### src/hdl/msl_pkg.sv
// Shared constants for the MII status and loopback logic
package msl_pkg;

    // Register port geometry
    localparam int ADDR_W = 8;
    localparam int DATA_W = 16;

    // Register byte addresses
    localparam logic [7:0] ADDR_CTRL = 8'h00;
    localparam logic [7:0] ADDR_CFG = 8'h10;
    localparam logic [7:0] ADDR_STAT = 8'h14;

    // Control register fields
    localparam int CTRL_FDX_BIT = 8;
    localparam int CTRL_AN_BIT = 12;
    localparam int CTRL_SPD_BIT = 13;
    localparam int CTRL_TLB_BIT = 14;
    localparam logic [15:0] CTRL_MASK = 16'h7100;
    localparam logic [15:0] CTRL_RST = 16'h3000;

    // Configuration register fields
    localparam int CFG_NOLB_BIT = 8;
    localparam logic [15:0] CFG_MASK = 16'h0100;
    localparam logic [15:0] CFG_RST = 16'h0000;

    // Status register fields
    localparam int STAT_TLB_BIT = 0;
    localparam int STAT_OLB_BIT = 1;
    localparam int STAT_CRS_BIT = 2;
    localparam int STAT_COL_BIT = 3;
    localparam int STAT_OVF_BIT = 4;
    localparam int STAT_LDV_BIT = 5;

    // Nibble driven on receive data for a bad line symbol
    localparam logic [3:0] NIB_ERR = 4'h5;

    // Transmit buffer shape: enable flag above the nibble
    localparam int FIFO_W = 5;
    localparam int FIFO_D = 8;

    // Synchronised input bundle
    localparam int SYNC_W = 13;

endpackage

### src/hdl/msl_sync.sv
// Two flip-flop synchroniser for a bundle of asynchronous levels
module msl_sync #(
    parameter int W = 1
) (
    input wire logic clk,
    input wire logic nrst,
    input wire logic [W-1:0] d,
    output logic [W-1:0] q
);

    typedef struct packed {
        logic [W-1:0] s1;
        logic [W-1:0] s2;
    } msl_sync_st_t;

    msl_sync_st_t st;
    msl_sync_st_t next_st;

    always_comb begin
        next_st.s1 = d;
        next_st.s2 = st.s1;
        if (!nrst) begin
            next_st = '0;
        end
    end

    always_ff @(posedge clk) begin
        st <= next_st;
    end

    assign q = st.s2;

endmodule

### src/hdl/msl_fifo.sv
// Small synchronous FIFO with valid and ready on both sides
module msl_fifo #(
    parameter int W = 5,
    parameter int D = 8
) (
    input wire logic clk,
    input wire logic nrst,
    input wire logic in_valid,
    output logic in_ready,
    input wire logic [W-1:0] in_data,
    output logic out_valid,
    input wire logic out_ready,
    output logic [W-1:0] out_data
);

    localparam int AW = $clog2(D);
    localparam logic [AW:0] FULL = (AW+1)'(D);

    typedef struct packed {
        logic [D-1:0][W-1:0] mem;
        logic [AW-1:0] wp;
        logic [AW-1:0] rp;
        logic [AW:0] cnt;
    } msl_fifo_st_t;

    msl_fifo_st_t st;
    msl_fifo_st_t next_st;
    logic push;
    logic pop;

    assign in_ready = st.cnt != FULL;
    assign out_valid = st.cnt != '0;
    assign out_data = st.mem[st.rp];
    assign push = in_valid && in_ready;
    assign pop = out_valid && out_ready;

    always_comb begin
        next_st = st;
        if (push) begin
            next_st.mem[st.wp] = in_data;
            next_st.wp = st.wp + 1'b1;
        end
        if (pop) begin
            next_st.rp = st.rp + 1'b1;
        end
        next_st.cnt = st.cnt + (AW+1)'(push) - (AW+1)'(pop);
        if (!nrst) begin
            next_st = '0;
        end
    end

    always_ff @(posedge clk) begin
        st <= next_st;
    end

endmodule

### src/hdl/msl_core.sv
// MII carrier, collision, receive error and loopback logic of the PHY
// Behaviour
// - Collision asserted whenever half-duplex with transmit and receive both active.
// - At 100 Mbps a bad line symbol raises receive error, data 0101.
// - No transmit error input; line output carries only transmit data.
// - 10 Mbps half-duplex with config bit clear loops transmit onto receive.
// - No operational loopback at 100 Mbps, full-duplex, or config bit set.
// - Test loopback disables twisted-pair and fiber line interfaces.
// - Test loopback returns all transmit data to the MAC internally.
// - Test loopback at both speeds: loopback, full-duplex set, autoneg clear.
// - Carrier on receive, plus transmit in half-duplex; in test loopback carrier follows RX_DV.
// - Transmit enable and data sampled on each rising transmit clock.
//
// The placing of the registers and the plain strobed port were chosen for this implementation.
module msl_core (
    input wire logic CLK,
    input wire logic NRST,
    input wire logic [7:0] ADDR,
    input wire logic [15:0] WDATA,
    input wire logic WR,
    input wire logic RD,
    output logic [15:0] RDATA,
    input wire logic TX_CLK,
    input wire logic TX_EN,
    input wire logic [3:0] TXD,
    output logic RX_DV,
    output logic RX_ER,
    output logic [3:0] RXD,
    output logic CRS,
    output logic COL,
    input wire logic LINE_RX_DV,
    input wire logic [3:0] LINE_RXD,
    input wire logic LINE_SYM_ERR,
    input wire logic LINE_TX_READY,
    output logic TWISTED_PAIR_TX_EN,
    output logic [3:0] TWISTED_PAIR_TX_OUT,
    output logic TP_IF_EN,
    output logic FIBER_IF_EN
);

    typedef struct packed {
        logic [15:0] ctrl;
        logic [15:0] cfg;
        logic [15:0] rdata;
        logic ovf;
        logic tclk_d;
        logic txen_d;
        logic [4:0] tx_prev;
        logic push_v;
        logic [4:0] push_d;
        logic rx_dv;
        logic rx_er;
        logic [3:0] rxd;
        logic tp_en;
        logic [3:0] tp_d;
    } msl_core_st_t;

    msl_core_st_t st;
    msl_core_st_t next_st;

    // Synchronised inputs
    logic [12:0] raw_in;
    logic [12:0] syn_in;
    logic s_tclk;
    logic s_txen;
    logic [3:0] s_txd;
    logic s_ldv;
    logic [3:0] s_lrxd;
    logic s_lerr;
    logic s_lrdy;

    // Mode decode
    logic fdx;
    logic spd100;
    logic test_lb;
    logic op_lb;

    // Link clock edges
    logic tx_rise;
    logic tx_fall;

    // Buffer handshake
    logic fifo_in_ready;
    logic fifo_out_valid;
    logic fifo_out_ready;
    logic [4:0] fifo_out_data;
    logic pop;
    logic loop_dv;
    logic [3:0] loop_d;

    // Register bus helpers
    logic [15:0] stat_word;
    logic [15:0] rd_word;
    logic wr_stat;

    // Overflow bookkeeping
    logic ovf_clr;
    logic ovf_set;

    // Activity levels behind carrier and collision
    logic tx_active;
    logic rx_active;
    logic half_dx;

    // Transmit capture ahead of the buffer
    logic cap_v;
    logic [4:0] cap_d;

    // Receive source chosen ahead of the link clock edge
    logic rx_sel_dv;
    logic rx_sel_er;
    logic [3:0] rx_sel_d;

    // Line output chosen ahead of the link clock edge
    logic line_dv;
    logic [3:0] line_d;

    assign raw_in = {TX_CLK, TX_EN, TXD, LINE_RX_DV, LINE_RXD,
                     LINE_SYM_ERR, LINE_TX_READY};

    // Every pin from the MAC or line side crosses here first
    msl_sync #(
        .W(msl_pkg::SYNC_W)
    ) u_sync (
        .clk(CLK),
        .nrst(NRST),
        .d(raw_in),
        .q(syn_in)
    );

    assign s_tclk = syn_in[12];
    assign s_txen = syn_in[11];
    assign s_txd = syn_in[10:7];
    assign s_ldv = syn_in[6];
    assign s_lrxd = syn_in[5:2];
    assign s_lerr = syn_in[1];
    assign s_lrdy = syn_in[0];

    assign fdx = st.ctrl[msl_pkg::CTRL_FDX_BIT];
    assign spd100 = st.ctrl[msl_pkg::CTRL_SPD_BIT];

    // Loopback only with full-duplex forced and autoneg off
    assign test_lb = st.ctrl[msl_pkg::CTRL_TLB_BIT] && fdx
                     && !st.ctrl[msl_pkg::CTRL_AN_BIT];

    // Half-duplex, 10 Mbps, config bit clear
    assign op_lb = !test_lb && !spd100 && !fdx
                   && !st.cfg[msl_pkg::CFG_NOLB_BIT];

    assign tx_rise = s_tclk && !st.tclk_d;
    assign tx_fall = !s_tclk && st.tclk_d;

    // Line drains the buffer; in test loopback the line is ignored
    assign fifo_out_ready = tx_fall && (test_lb || s_lrdy);
    assign pop = fifo_out_valid && fifo_out_ready;
    assign loop_dv = pop && fifo_out_data[4];
    assign loop_d = fifo_out_data[3:0];

    msl_fifo #(
        .W(msl_pkg::FIFO_W),
        .D(msl_pkg::FIFO_D)
    ) u_fifo (
        .clk(CLK),
        .nrst(NRST),
        .in_valid(st.push_v),
        .in_ready(fifo_in_ready),
        .in_data(st.push_d),
        .out_valid(fifo_out_valid),
        .out_ready(fifo_out_ready),
        .out_data(fifo_out_data)
    );

    // Synced levels trail the pins by two cycles; no clock edge gates them
    assign tx_active = s_txen;
    assign rx_active = s_ldv;
    assign half_dx = !fdx && !test_lb;

    // Carrier and collision follow the levels, not the link clock, except carrier in test loopback, which follows RX_DV
    always_comb begin
        if (test_lb) begin
            CRS = st.rx_dv;
        end else begin
            CRS = rx_active || (!fdx && tx_active);
        end
    end

    // Only while both sides are busy; drops as soon as either stops
    assign COL = half_dx && tx_active && rx_active;

    // Line side is shut off for the whole of test loopback
    assign TP_IF_EN = !test_lb;
    assign FIBER_IF_EN = !test_lb;

    assign wr_stat = WR && ADDR == msl_pkg::ADDR_STAT;
    assign ovf_clr = wr_stat && WDATA[msl_pkg::STAT_OVF_BIT];
    // MAC cannot be stalled, so a refused nibble is lost
    assign ovf_set = st.push_v && !fifo_in_ready;

    // Status bits placed by name so the map lives in the package
    always_comb begin
        stat_word = 16'h0000;
        stat_word[msl_pkg::STAT_TLB_BIT] = test_lb;
        stat_word[msl_pkg::STAT_OLB_BIT] = op_lb;
        stat_word[msl_pkg::STAT_CRS_BIT] = CRS;
        stat_word[msl_pkg::STAT_COL_BIT] = COL;
        stat_word[msl_pkg::STAT_OVF_BIT] = st.ovf;
        stat_word[msl_pkg::STAT_LDV_BIT] = s_ldv;
    end

    // Read mux; unmapped addresses read as zero
    always_comb begin
        unique case (ADDR)
            msl_pkg::ADDR_CTRL: begin
                rd_word = st.ctrl;
            end
            msl_pkg::ADDR_CFG: begin
                rd_word = st.cfg;
            end
            msl_pkg::ADDR_STAT: begin
                rd_word = stat_word;
            end
            default: begin
                rd_word = 16'h0000;
            end
        endcase
    end

    // Synced data may already move in the cycle the synced clock
    // rises, so the copy from just before the edge is taken
    always_comb begin
        cap_v = 1'b0;
        cap_d = st.tx_prev;
        if (tx_rise && (st.tx_prev[4] || st.txen_d)) begin
            cap_v = 1'b1;
        end
    end

    // Line coder never sees looped data while test loopback runs
    always_comb begin
        line_dv = loop_dv && !test_lb;
        // Idle nibble is zero so the coder never sees stale data
        line_d = 4'h0;
        if (line_dv) begin
            line_d = loop_d;
        end
    end

    // Receive source priority: test loop, operational loop while the line is idle, error, line
    always_comb begin
        rx_sel_dv = s_ldv;
        rx_sel_er = 1'b0;
        rx_sel_d = s_lrxd;
        if (test_lb) begin
            // Line side is ignored for the whole test
            rx_sel_dv = loop_dv;
            rx_sel_d = loop_d;
        end else if (op_lb && !s_ldv) begin
            // Line reception keeps priority over the local echo
            rx_sel_dv = loop_dv;
            rx_sel_d = loop_d;
        end else if (spd100 && s_ldv && s_lerr) begin
            // Bad symbol replaces the nibble; never at 10 Mbps
            rx_sel_dv = 1'b1;
            rx_sel_er = 1'b1;
            rx_sel_d = msl_pkg::NIB_ERR;
        end
    end

    always_comb begin
        next_st = st;

        // Transmit clock edge tracking
        next_st.tclk_d = s_tclk;
        next_st.tx_prev = {s_txen, s_txd};

        // Closing word with enable low marks the frame end
        if (tx_rise) begin
            next_st.txen_d = st.tx_prev[4];
        end
        next_st.push_v = cap_v;
        if (cap_v) begin
            next_st.push_d = cap_d;
        end

        // Line output carries transmit data alone
        if (tx_fall) begin
            next_st.tp_en = line_dv;
            next_st.tp_d = line_d;
        end

        // Receive side updates on the falling link clock
        if (tx_fall) begin
            next_st.rx_dv = rx_sel_dv;
            next_st.rx_er = rx_sel_er;
            next_st.rxd = rx_sel_d;
        end

        // Overflow is sticky; a new loss beats a clear
        if (ovf_clr) begin
            next_st.ovf = 1'b0;
        end
        if (ovf_set) begin
            next_st.ovf = 1'b1;
        end

        // Register writes
        if (WR) begin
            unique case (ADDR)
                msl_pkg::ADDR_CTRL: begin
                    next_st.ctrl = WDATA & msl_pkg::CTRL_MASK;
                end
                msl_pkg::ADDR_CFG: begin
                    next_st.cfg = WDATA & msl_pkg::CFG_MASK;
                end
                default: begin
                end
            endcase
        end

        // Read data stands for one cycle only
        // Zero between reads keeps the bus quiet
        next_st.rdata = 16'h0000;
        if (RD) begin
            next_st.rdata = rd_word;
        end

        if (!NRST) begin
            next_st = '0;
            next_st.ctrl = msl_pkg::CTRL_RST;
            next_st.cfg = msl_pkg::CFG_RST;
        end
    end

    always_ff @(posedge CLK) begin
        st <= next_st;
    end

    assign RDATA = st.rdata;
    assign RX_DV = st.rx_dv;
    assign RX_ER = st.rx_er;
    assign RXD = st.rxd;
    assign TWISTED_PAIR_TX_EN = st.tp_en;
    assign TWISTED_PAIR_TX_OUT = st.tp_d;

endmodule

### config.mk
export PLATFORM = sky130hd
export DESIGN_NAME = msl_core
export DESIGN_NICKNAME = d
export VERILOG_FILES = /design/src/hdl/msl_pkg.sv /design/src/hdl/msl_sync.sv /design/src/hdl/msl_fifo.sv /design/src/hdl/msl_core.sv
export SDC_FILE = /design/constraint.sdc
export NUM_CORES = 1
export LEC_CHECK = 0
export BUFFER_PORTS_ARGS = -buffer_cell sky130_fd_sc_hd__buf_2
export CAP_MARGIN = 40
export CORE_MARGIN = 2
export CORE_UTILIZATION = 55
export DETAILED_ROUTE_END_ITERATION = 6
export GPL_TIMING_DRIVEN = 0
export MAX_ROUTING_LAYER = met4
export PLACE_DENSITY = 0.85
export SKIP_LAST_GASP = 1
export SLEW_MARGIN = 20
export SYNTH_ARGS = -nofsm -noshare
export SYNTH_HDL_FRONTEND = slang
export SYNTH_SLANG_ARGS = --single-unit
### constraint.sdc
create_clock -name CLK -period 3.63 [get_ports CLK]
set_clock_uncertainty 0.1 [all_clocks]
set_input_delay 0.1815 -clock CLK [delete_from_list [all_inputs] [get_ports CLK]]
set_output_delay 0.1815 -clock CLK [all_outputs]
set_load 0.05 [all_outputs]
**Word-level counts from Yosys, hierarchy flattened**

Index checks and enable logic that the tools add are counted.

- Bits in registers: 122
- Input port bits: 41
- Output and inout bits: 31
- Logic and storage cells: 99

- Add/sub/neg operators: 4
- Order comparisons: 3
- Equality and inequality tests: 3
- Multiplexer cells: 20
- Reductions and logical operators: 42

Operator list:

| kind | count |
|---|---|
| 15-bit one-hot mux with 3 select lines | 1 |
| 40-bit bitwise mux | 1 |
| 1-bit logical AND | 24 |
| 8-bit by 5-bit equality test with 1-bit output, second input constant | 2 |
| 4-bit 2-to-1 mux | 4 |
| 5-bit binary-select mux with 3-bit select | 1 |
| 5-bit demux with 3-bit select | 1 |
| 1-bit 2-to-1 mux | 10 |
| 5-bit 2-to-1 mux | 2 |
| 1-bit logical NOT | 9 |
| 8-bit logical NOT | 1 |
| 3-bit by 4-bit < comparator with 1-bit output, second input constant | 2 |
| 3-bit by 1-bit adder with 3-bit output, second input constant | 2 |
| 2-bit AND reduction | 3 |
| 4-bit by 1-bit adder with 4-bit output | 1 |
| 4-bit != test, second input constant | 1 |
| 4-bit nonzero test | 1 |
| 4-bit by 1-bit subtractor with 4-bit output | 1 |
| 3-bit by 1-bit >= comparator with 1-bit output, second input constant | 1 |
| 1-bit logical OR | 3 |
| 2-bit nonzero test | 1 |

**Depth between registers and ports, before layout**

Gate-level depths: netlist (run 1).

- Depth in word-level cells: 9
- Depth in mapped cells: 11

**Hierarchy**

From an unflattened synthesis (run 1), not the netlist that was laid out.

- Cell total of the unflattened synthesis: 487
- Area total of the unflattened synthesis: 4996.0 um2

Modules (own cells, without submodules):

| module | times used | cells an instance | area an instance (um2) | sequential area each (um2) |
|---|---|---|---|---|
| msl_fifo | 1 | 228 | 2408.6 | 1001.0 |
| msl_core | 1 | 192 | 1759.2 | 800.8 |
| msl_sync | 1 | 67 | 828.3 | 520.5 |

**Worst setup path after synthesis (run 1)**

No wires, ideal clock.

- Path type: register to register
- From: register u_fifo.st[2] (netlist bit)
- To: register u_fifo.st[2] (netlist bit)
- Library setup time: 0.128 ns
- Data arrival time: 2.066 ns
- Slack: 1.337 ns
- Cell stages (with the launch flop): 11
- Path buffers: 0
- Clock period less this slack: 2.293 ns
- Cell sequence: dfxtp_1 -> inv_1 -> ha_1 -> a221oi_4 -> ha_1 -> inv_1 -> ha_1 -> inv_1 -> fa_1 -> xor2_1 -> nor2_1

RTL lines:

| item | line | source |
|---|---|---|
| from (decl) | msl_fifo.sv:26 | `msl_fifo_st_t st;` |
| from (signal assigned) | msl_fifo.sv:53 | `st <= next_st;` |
| 4-bit nonzero test | msl_fifo.sv:32 | `assign out_valid = st.cnt != '0;` |
| 1-bit logical AND | n/a |  |
| named net pop | msl_core.sv:87 | `logic pop;` |
| 4-bit by 1-bit subtractor with 4-bit output | msl_fifo.sv:46 | `next_st.cnt = st.cnt + (AW+1)'(push) - (AW+1)'(pop);` |

The timed path passes the listed nets, and every way through them passes these cells.
A chain may end at the register's enable or synchronous reset.

**Final worst setup path (run 1)**

Same ends and word-level chain as after synthesis.

==> results of run 1 <==
layout make-up:
type                    instances  area [um2]
fillers                       572        2520
flip-flops and latches        116        2320
multi-input cells             310        2160
repair buffers                 81         541
clock buffers                  18         428
plain buffers                  52         357
clock inverters                14         153
well taps                     108         135
inverters                      17        63.8
logic make-up (layout without fill, tap and decap cells):
kind of cell	count (synthesis)	after routing	share of synthesized area
AOI/OAI and AO/OA	43	43	0.0625
xor gates and xnor gates	5	5	0.00897
adders and majority gates	9	9	0.0246
muxes	71	71	0.148
other	1	6	0.000768
buffers and inverters	69	182	0.0861
DFF	116	116	0.476
and+or+nand+nor	176	176	0.193
sequential cells by signal, indices dropped and copies added, names as in the netlist:
name and cells:
spd100 1, u_sync.q 13, cap_d 5, RDATA 10
RXD 4, u_sync.st 13, RX_DV 1, fdx 1
u_fifo.st 50, TWISTED_PAIR_TX_EN 1, st 12, RX_ER 1
TWISTED_PAIR_TX_OUT 4
power groups by stage:
stage                     Combinational, mW  Sequential [mW]  Clock, mW
after floorplan                      0.0604             1.32          0
after global placement               0.0909             1.32          0
after detailed placement             0.0935             1.32          0
after CTS                             0.112             1.30       1.62
after global routing                  0.125             1.30       1.69
final                                 0.117             1.30       1.62
cell usage in the layout, fill, tap and decap left out, drive strengths merged, types with 4 or more instances in the layout:
cell / instances
nor2: 66
and2: 37
nand4: 7
buf: 89
mux2: 10
ha: 8
nand3: 14
clkinvlp: 4
clkbuf: 35
o22a: 5
a21oi: 18
clkinv: 5
mux2i: 61
inv: 20
dfxtp: 116
nand2: 26
conb: 6
o31ai: 8
dlygate4sd3: 27
nor4: 5
a22oi: 5
per-layer routing:
layer	wire (um)	part of all wire	global-route usage
met1	4650	0.39	0.292
met2	6270	0.52	0.459
met3	761	0.063	0.0702
met4	327	0.027	0.116
met5	0	0	-
final timing paths:
check | from | to | slack [ns] | cells after the start
max | u_fifo.st[2] | u_fifo.st[2] | 1.04 | 10
min | RD | RDATA[13] | 0.04 | 4
max reg2reg | u_fifo.st[2] | u_fifo.st[2] | 1.04 | 10
min reg2reg | u_sync.st[18] | u_sync.q[5] | 0.34 | 1
worst max-delay path: stages, from the launching register on:
cell      delay, ns
dfxtp_1        0.31
inv_1          0.06
ha_1           0.23
a221oi_4       0.54
ha_1           0.33
inv_1          0.07
ha_1           0.18
inv_1          0.06
fa_1           0.37
xor2_1         0.15
nor2_1         0.06
what timing repair did:
| action | CTS | global route |
|---|---|---|
| endpoints found under the hold margin | 22 | 0 |
| hold buffers | 27 | 0 |
| resized for setup | 0 | 0 |
==> flow_summary.json, run 1 <==
{
  "status": "finished, final reports clean",
  "synthesis.area_mm2": 0.00488,
  "clock-root-buffer": "clkbuf_8",
  "start_util": 0.563,
  "ir_worst_vdd_uv": 401,
  "ys_ff_latch": 116,
  "htree_levels": 4,
  "setup-violations-final": 0,
  "cp-start-kind": "flop",
  "ctsLongestPathBuffers": 2,
  "drv_cap": 0,
  "power.switching_uw": 698,
  "synth_common_cells": "dfxtp_1 (116), nor2_1 (66), mux2i_1 (61), and2_1 (37)",
  "synthDistinctLibCells": 46,
  "ioPinCount": 72,
  "antenna_found_initial": 0,
  "die_w_um": 98.2,
  "crit_type": "reg2reg",
  "avgSynthCellArea_um2": 9.97,
  "die_area_mm2": 0.00965,
  "whs_ns": 0.0410,
  "synth_top_area_frac": 0.476,
  "via_count": 3852,
  "drive_gt1_frac": 0.237,
  "syn2layout_area_growth_pct": 26.1,
  "period_share": 0.714,
  "required_ns": 3.91,
  "drt-vias-per-instance": 5.38,
  "clkPwrFrac": 0.534,
  "hp-class": "in2reg",
  "seq_power_share": 0.427,
  "grt_max_degree": 17,
  "place_area_mm2": 0.00531,
  "yosysSeqAreaShare": 0.476,
  "post-route-cell-area_mm2": 0.00616,
  "tightest_slew_ns": 0.565,
  "diodes": 0,
  "grt_remaining_overflow": 0,
  "gp_congestion": 0.851,
  "rsz0062_at_grt": "false",
  "finalCriticalPeriod_ns": 2.59,
  "cts-buffers-inserted": 17,
  "timing.final.ws_setup_ns": 1.04,
  "fin_nets": 645,
  "yosys_warnings": 0,
  "drc": 0,
  "synth_edf_count": 0,
  "clk_pin_slew_ns": 0.06,
  "post-route-util": 0.710,
  "max_freq_mhz": 386,
  "yosysTopAreaCell": "dfxtp_1",
  "grt_use_total": 0.267,
  "power.total_mw": 3.04,
  "slew_viol_final": 0,
  "pre_cts_ws_ns": 1.07,
  "setup_tns_ns": 0,
  "firstDrtPassIters": 5,
  "p_comb_frac": 0.038,
  "cts_setup_buffers": 0,
  "synthArstFlopShare": 0,
  "end_kind": "flop",
  "stdcell_count": 716,
  "synthesis.instances": 490,
  "pwr_density_cell_mw_per_mm2": 493,
  "first_global_vias": 3933,
  "ant_nets": 0,
  "crit_fanout": 7,
  "p_int_mw": 2.34,
  "dp_hpwl_mm": 7.41,
  "cts_tree": "built",
  "synth_area_leaders": "dfxtp_1 (48%), mux2i_1 (13%), nor2_1 (5.1%)",
  "finalHoldViolCount": 0,
  "port_buffers": 54,
  "dr.first_iter.drc_count": 251,
  "wl_per_cell_um": 16.8,
  "netSwitchingFraction": 0.230,
  "synth_flop_cell": "dfxtp_1",
  "placed_cells": 657,
  "grt_pass1_wl_mm": 19.5,
  "cts_sinks": 116,
  "relSlewSlack": 0.620,
  "leakagePower_nw": 2.77,
  "placeableCoreArea_mm2": 0.00868,
  "synth.most_common_cell": "dfxtp_1",
  "rows": 34,
  "clkLatencyLatePin_ns": 0.52,
  "wirelength_mm": 12.0,
  "die_h_um": 98.2,
  "arrival_ns": 2.88
}
Note: power is estimated with default switching activity, not from simulation.
==> run 2: changes to the inputs <==
Settings changed: CORE_UTILIZATION 55 to 51, PLACE_DENSITY 0.85 to 0.83.
Clock period 3.63 ns to 2.1 ns, I/O delays scaled along.
==> run 2 against run 1 <==
The run now ends with negative setup slack left. Sequential cell count is the same. Core utilization shrank 3.1 points. Final area grew 2.3%. Sequential share of layout area shrank 0.71 points. Register-to-register slack lost 1.1 ns. Combinational power grew 80%. Non-clock buffer count grew 8. Global-route usage shrank 0.63 points. Critical endpoint is now u_fifo.st[1].
==> flow_summary.json, run 2 (synthesis results as in run 1) <==
{
  "leakagePower_nw": 2.80,
  "top_layer": "met4",
  "dr.first_iter.drc_count": 291,
  "grt_pass1_wl_mm": 19.6,
  "routed-wl-met2_mm": 6.48,
  "setup_tns_ns": -0.0869,
  "regMostFlops": "u_fifo.st",
  "die_w_um": 102,
  "clkLatencyLatePin_ns": 0.53,
  "setup-violations-final": 2,
  "wl_per_cell_um": 17.1,
  "start_util": 0.526,
  "holdPathStages": 4,
  "rows": 35,
  "drv_cap": 0,
  "diodes": 0,
  "max_stage_delay_ns": 0.52,
  "die_area_mm2": 0.0104,
  "first_global_vias": 4027,
  "crit_fanout": 3,
  "grt_remaining_overflow": 0,
  "post-route-util": 0.679,
  "ant_nets": 0,
  "cp-start-kind": "flop",
  "arrival_ns": 2.44,
  "cp_common_cell": "ha_4",
  "layout_commonest_cell": "dfxtp_1",
  "port_buffers": 54,
  "drt-vias-per-instance": 5.28,
  "rsz0062_at_grt": "true",
  "drc": 0,
  "grt_max_degree": 17,
  "route.met3.wl_um": 830,
  "cts_sinks": 116,
  "syn2layout_area_growth_pct": 29.0,
  "drive_gt1_frac": 0.269,
  "placeableCoreArea_mm2": 0.00928,
  "crit_cells": 9,
  "dp_hpwl_mm": 7.37,
  "firstDrtPassIters": 5,
  "via_count": 3933,
  "largest_reg_flops": 50,
  "die_h_um": 102,
  "relSlewSlack": 0.626,
  "end_kind": "flop",
  "pwr_density_cell_mw_per_mm2": 818,
  "htree_levels": 4,
  "pre_cts_ws_ns": -0.425,
  "cts_tree": "built",
  "max_freq_mhz": 465,
  "path_cells": "inv_2, ha_4, a221oi_4, ha_4, inv_4, ha_4, inv_2, fa_2, nor2_1",
  "ir_worst_vdd_uv": 733,
  "required_ns": 2.40,
  "wl_met1_mm": 4.91,
  "cp_slowest_cell": "fa_2",
  "wirelength_mm": 12.7,
  "antenna_found_initial": 0,
  "status": "finished, violations left",
  "period_share": 1.02,
  "clk_pin_slew_ns": 0.06,
  "whs_ns": 0.0318,
  "path_delay_family": "adder cells",
  "path_buf_inv": 3,
  "grt_use_total": 0.261,
  "gp_congestion": 0.865,
  "cts-buffers-inserted": 17,
  "fin_nets": 653,
  "crit_type": "reg2reg",
  "slew_viol_final": 0,
  "worstRegToRegCells": 9,
  "hp-class": "in2reg",
  "tightest_slew_ns": 0.561,
  "ioPinCount": 72,
  "clock-root-buffer": "clkbuf_8",
  "finalHoldViolCount": 0,
  "violations": "negative setup slack",
  "finalCriticalPeriod_ns": 2.15,
  "final_cell_mix": "dfxtp_1 (111), nor2_1 (66), mux2i_1 (61)",
  "ctsLongestPathBuffers": 2,
  "timing.final.ws_setup_ns": -0.0488
}
==> run 2: worst register-to-register path: stages (launching register included) <==
cell and delay [ns]:
dfxtp_2 0.32, inv_2 0.05, ha_4 0.17, a221oi_4 0.36, ha_4 0.26, inv_4 0.05, ha_4 0.12, inv_2 0.04
fa_2 0.52, nor2_1 0.04
==> run 2: power by group <==
group,switching (mW),total (mW),internal (mW)
Combinational,0.123,0.211,0.0880
Sequential,0.0142,2.24,2.23
Clock,1.09,2.70,1.61
Total,1.23,5.16,3.92
==> run 2: metrics by stage <==
step,total power [mW],cell area [um2],instances
2_1_floorplan,2.39,4920,495
3_3_place_gp,2.45,5350,678
3_5_place_dp,2.45,5350,678
4_1_cts,5.15,6260,744
5_1_grt,5.30,6300,745
6_report,5.16,6300,745
==> run 2: path summary, 6_finish.rpt <==
check               start           end  slack (ns)
max          u_fifo.st[2]  u_fifo.st[1]       -0.05
min                  NRST     RDATA[12]        0.03
max reg2reg  u_fifo.st[2]  u_fifo.st[1]       -0.05
min reg2reg   u_sync.q[9]      cap_d[2]        0.33
==> run 2: final cells by class <==
type / count / area [um2]
multi-input cells: 310 / 2220
inverters: 17 / 66.3
repair buffers: 90 / 618
plain buffers: 51 / 345
clock inverters: 14 / 131
fillers: 635 / 2980
flip-flops and latches: 116 / 2330
clock buffers: 18 / 428
well taps: 129 / 161
==> run 2: timing repair <==
item                                    4_1_cts  5_1_grt
hold buffers                                 31        0
resized for setup                             8        7
pin swaps                                     4        7
hold endpoints to repair                     23        0
buffers inserted                              4        1
endpoints found under the setup margin        4        3
==> run 2: metal layers <==
layer	up-vias	GRT usage
met3	54	0.0889
met4	0	0.129
met2	160	0.432
met1	1872	0.279
met5	-	-
li1	1847	-
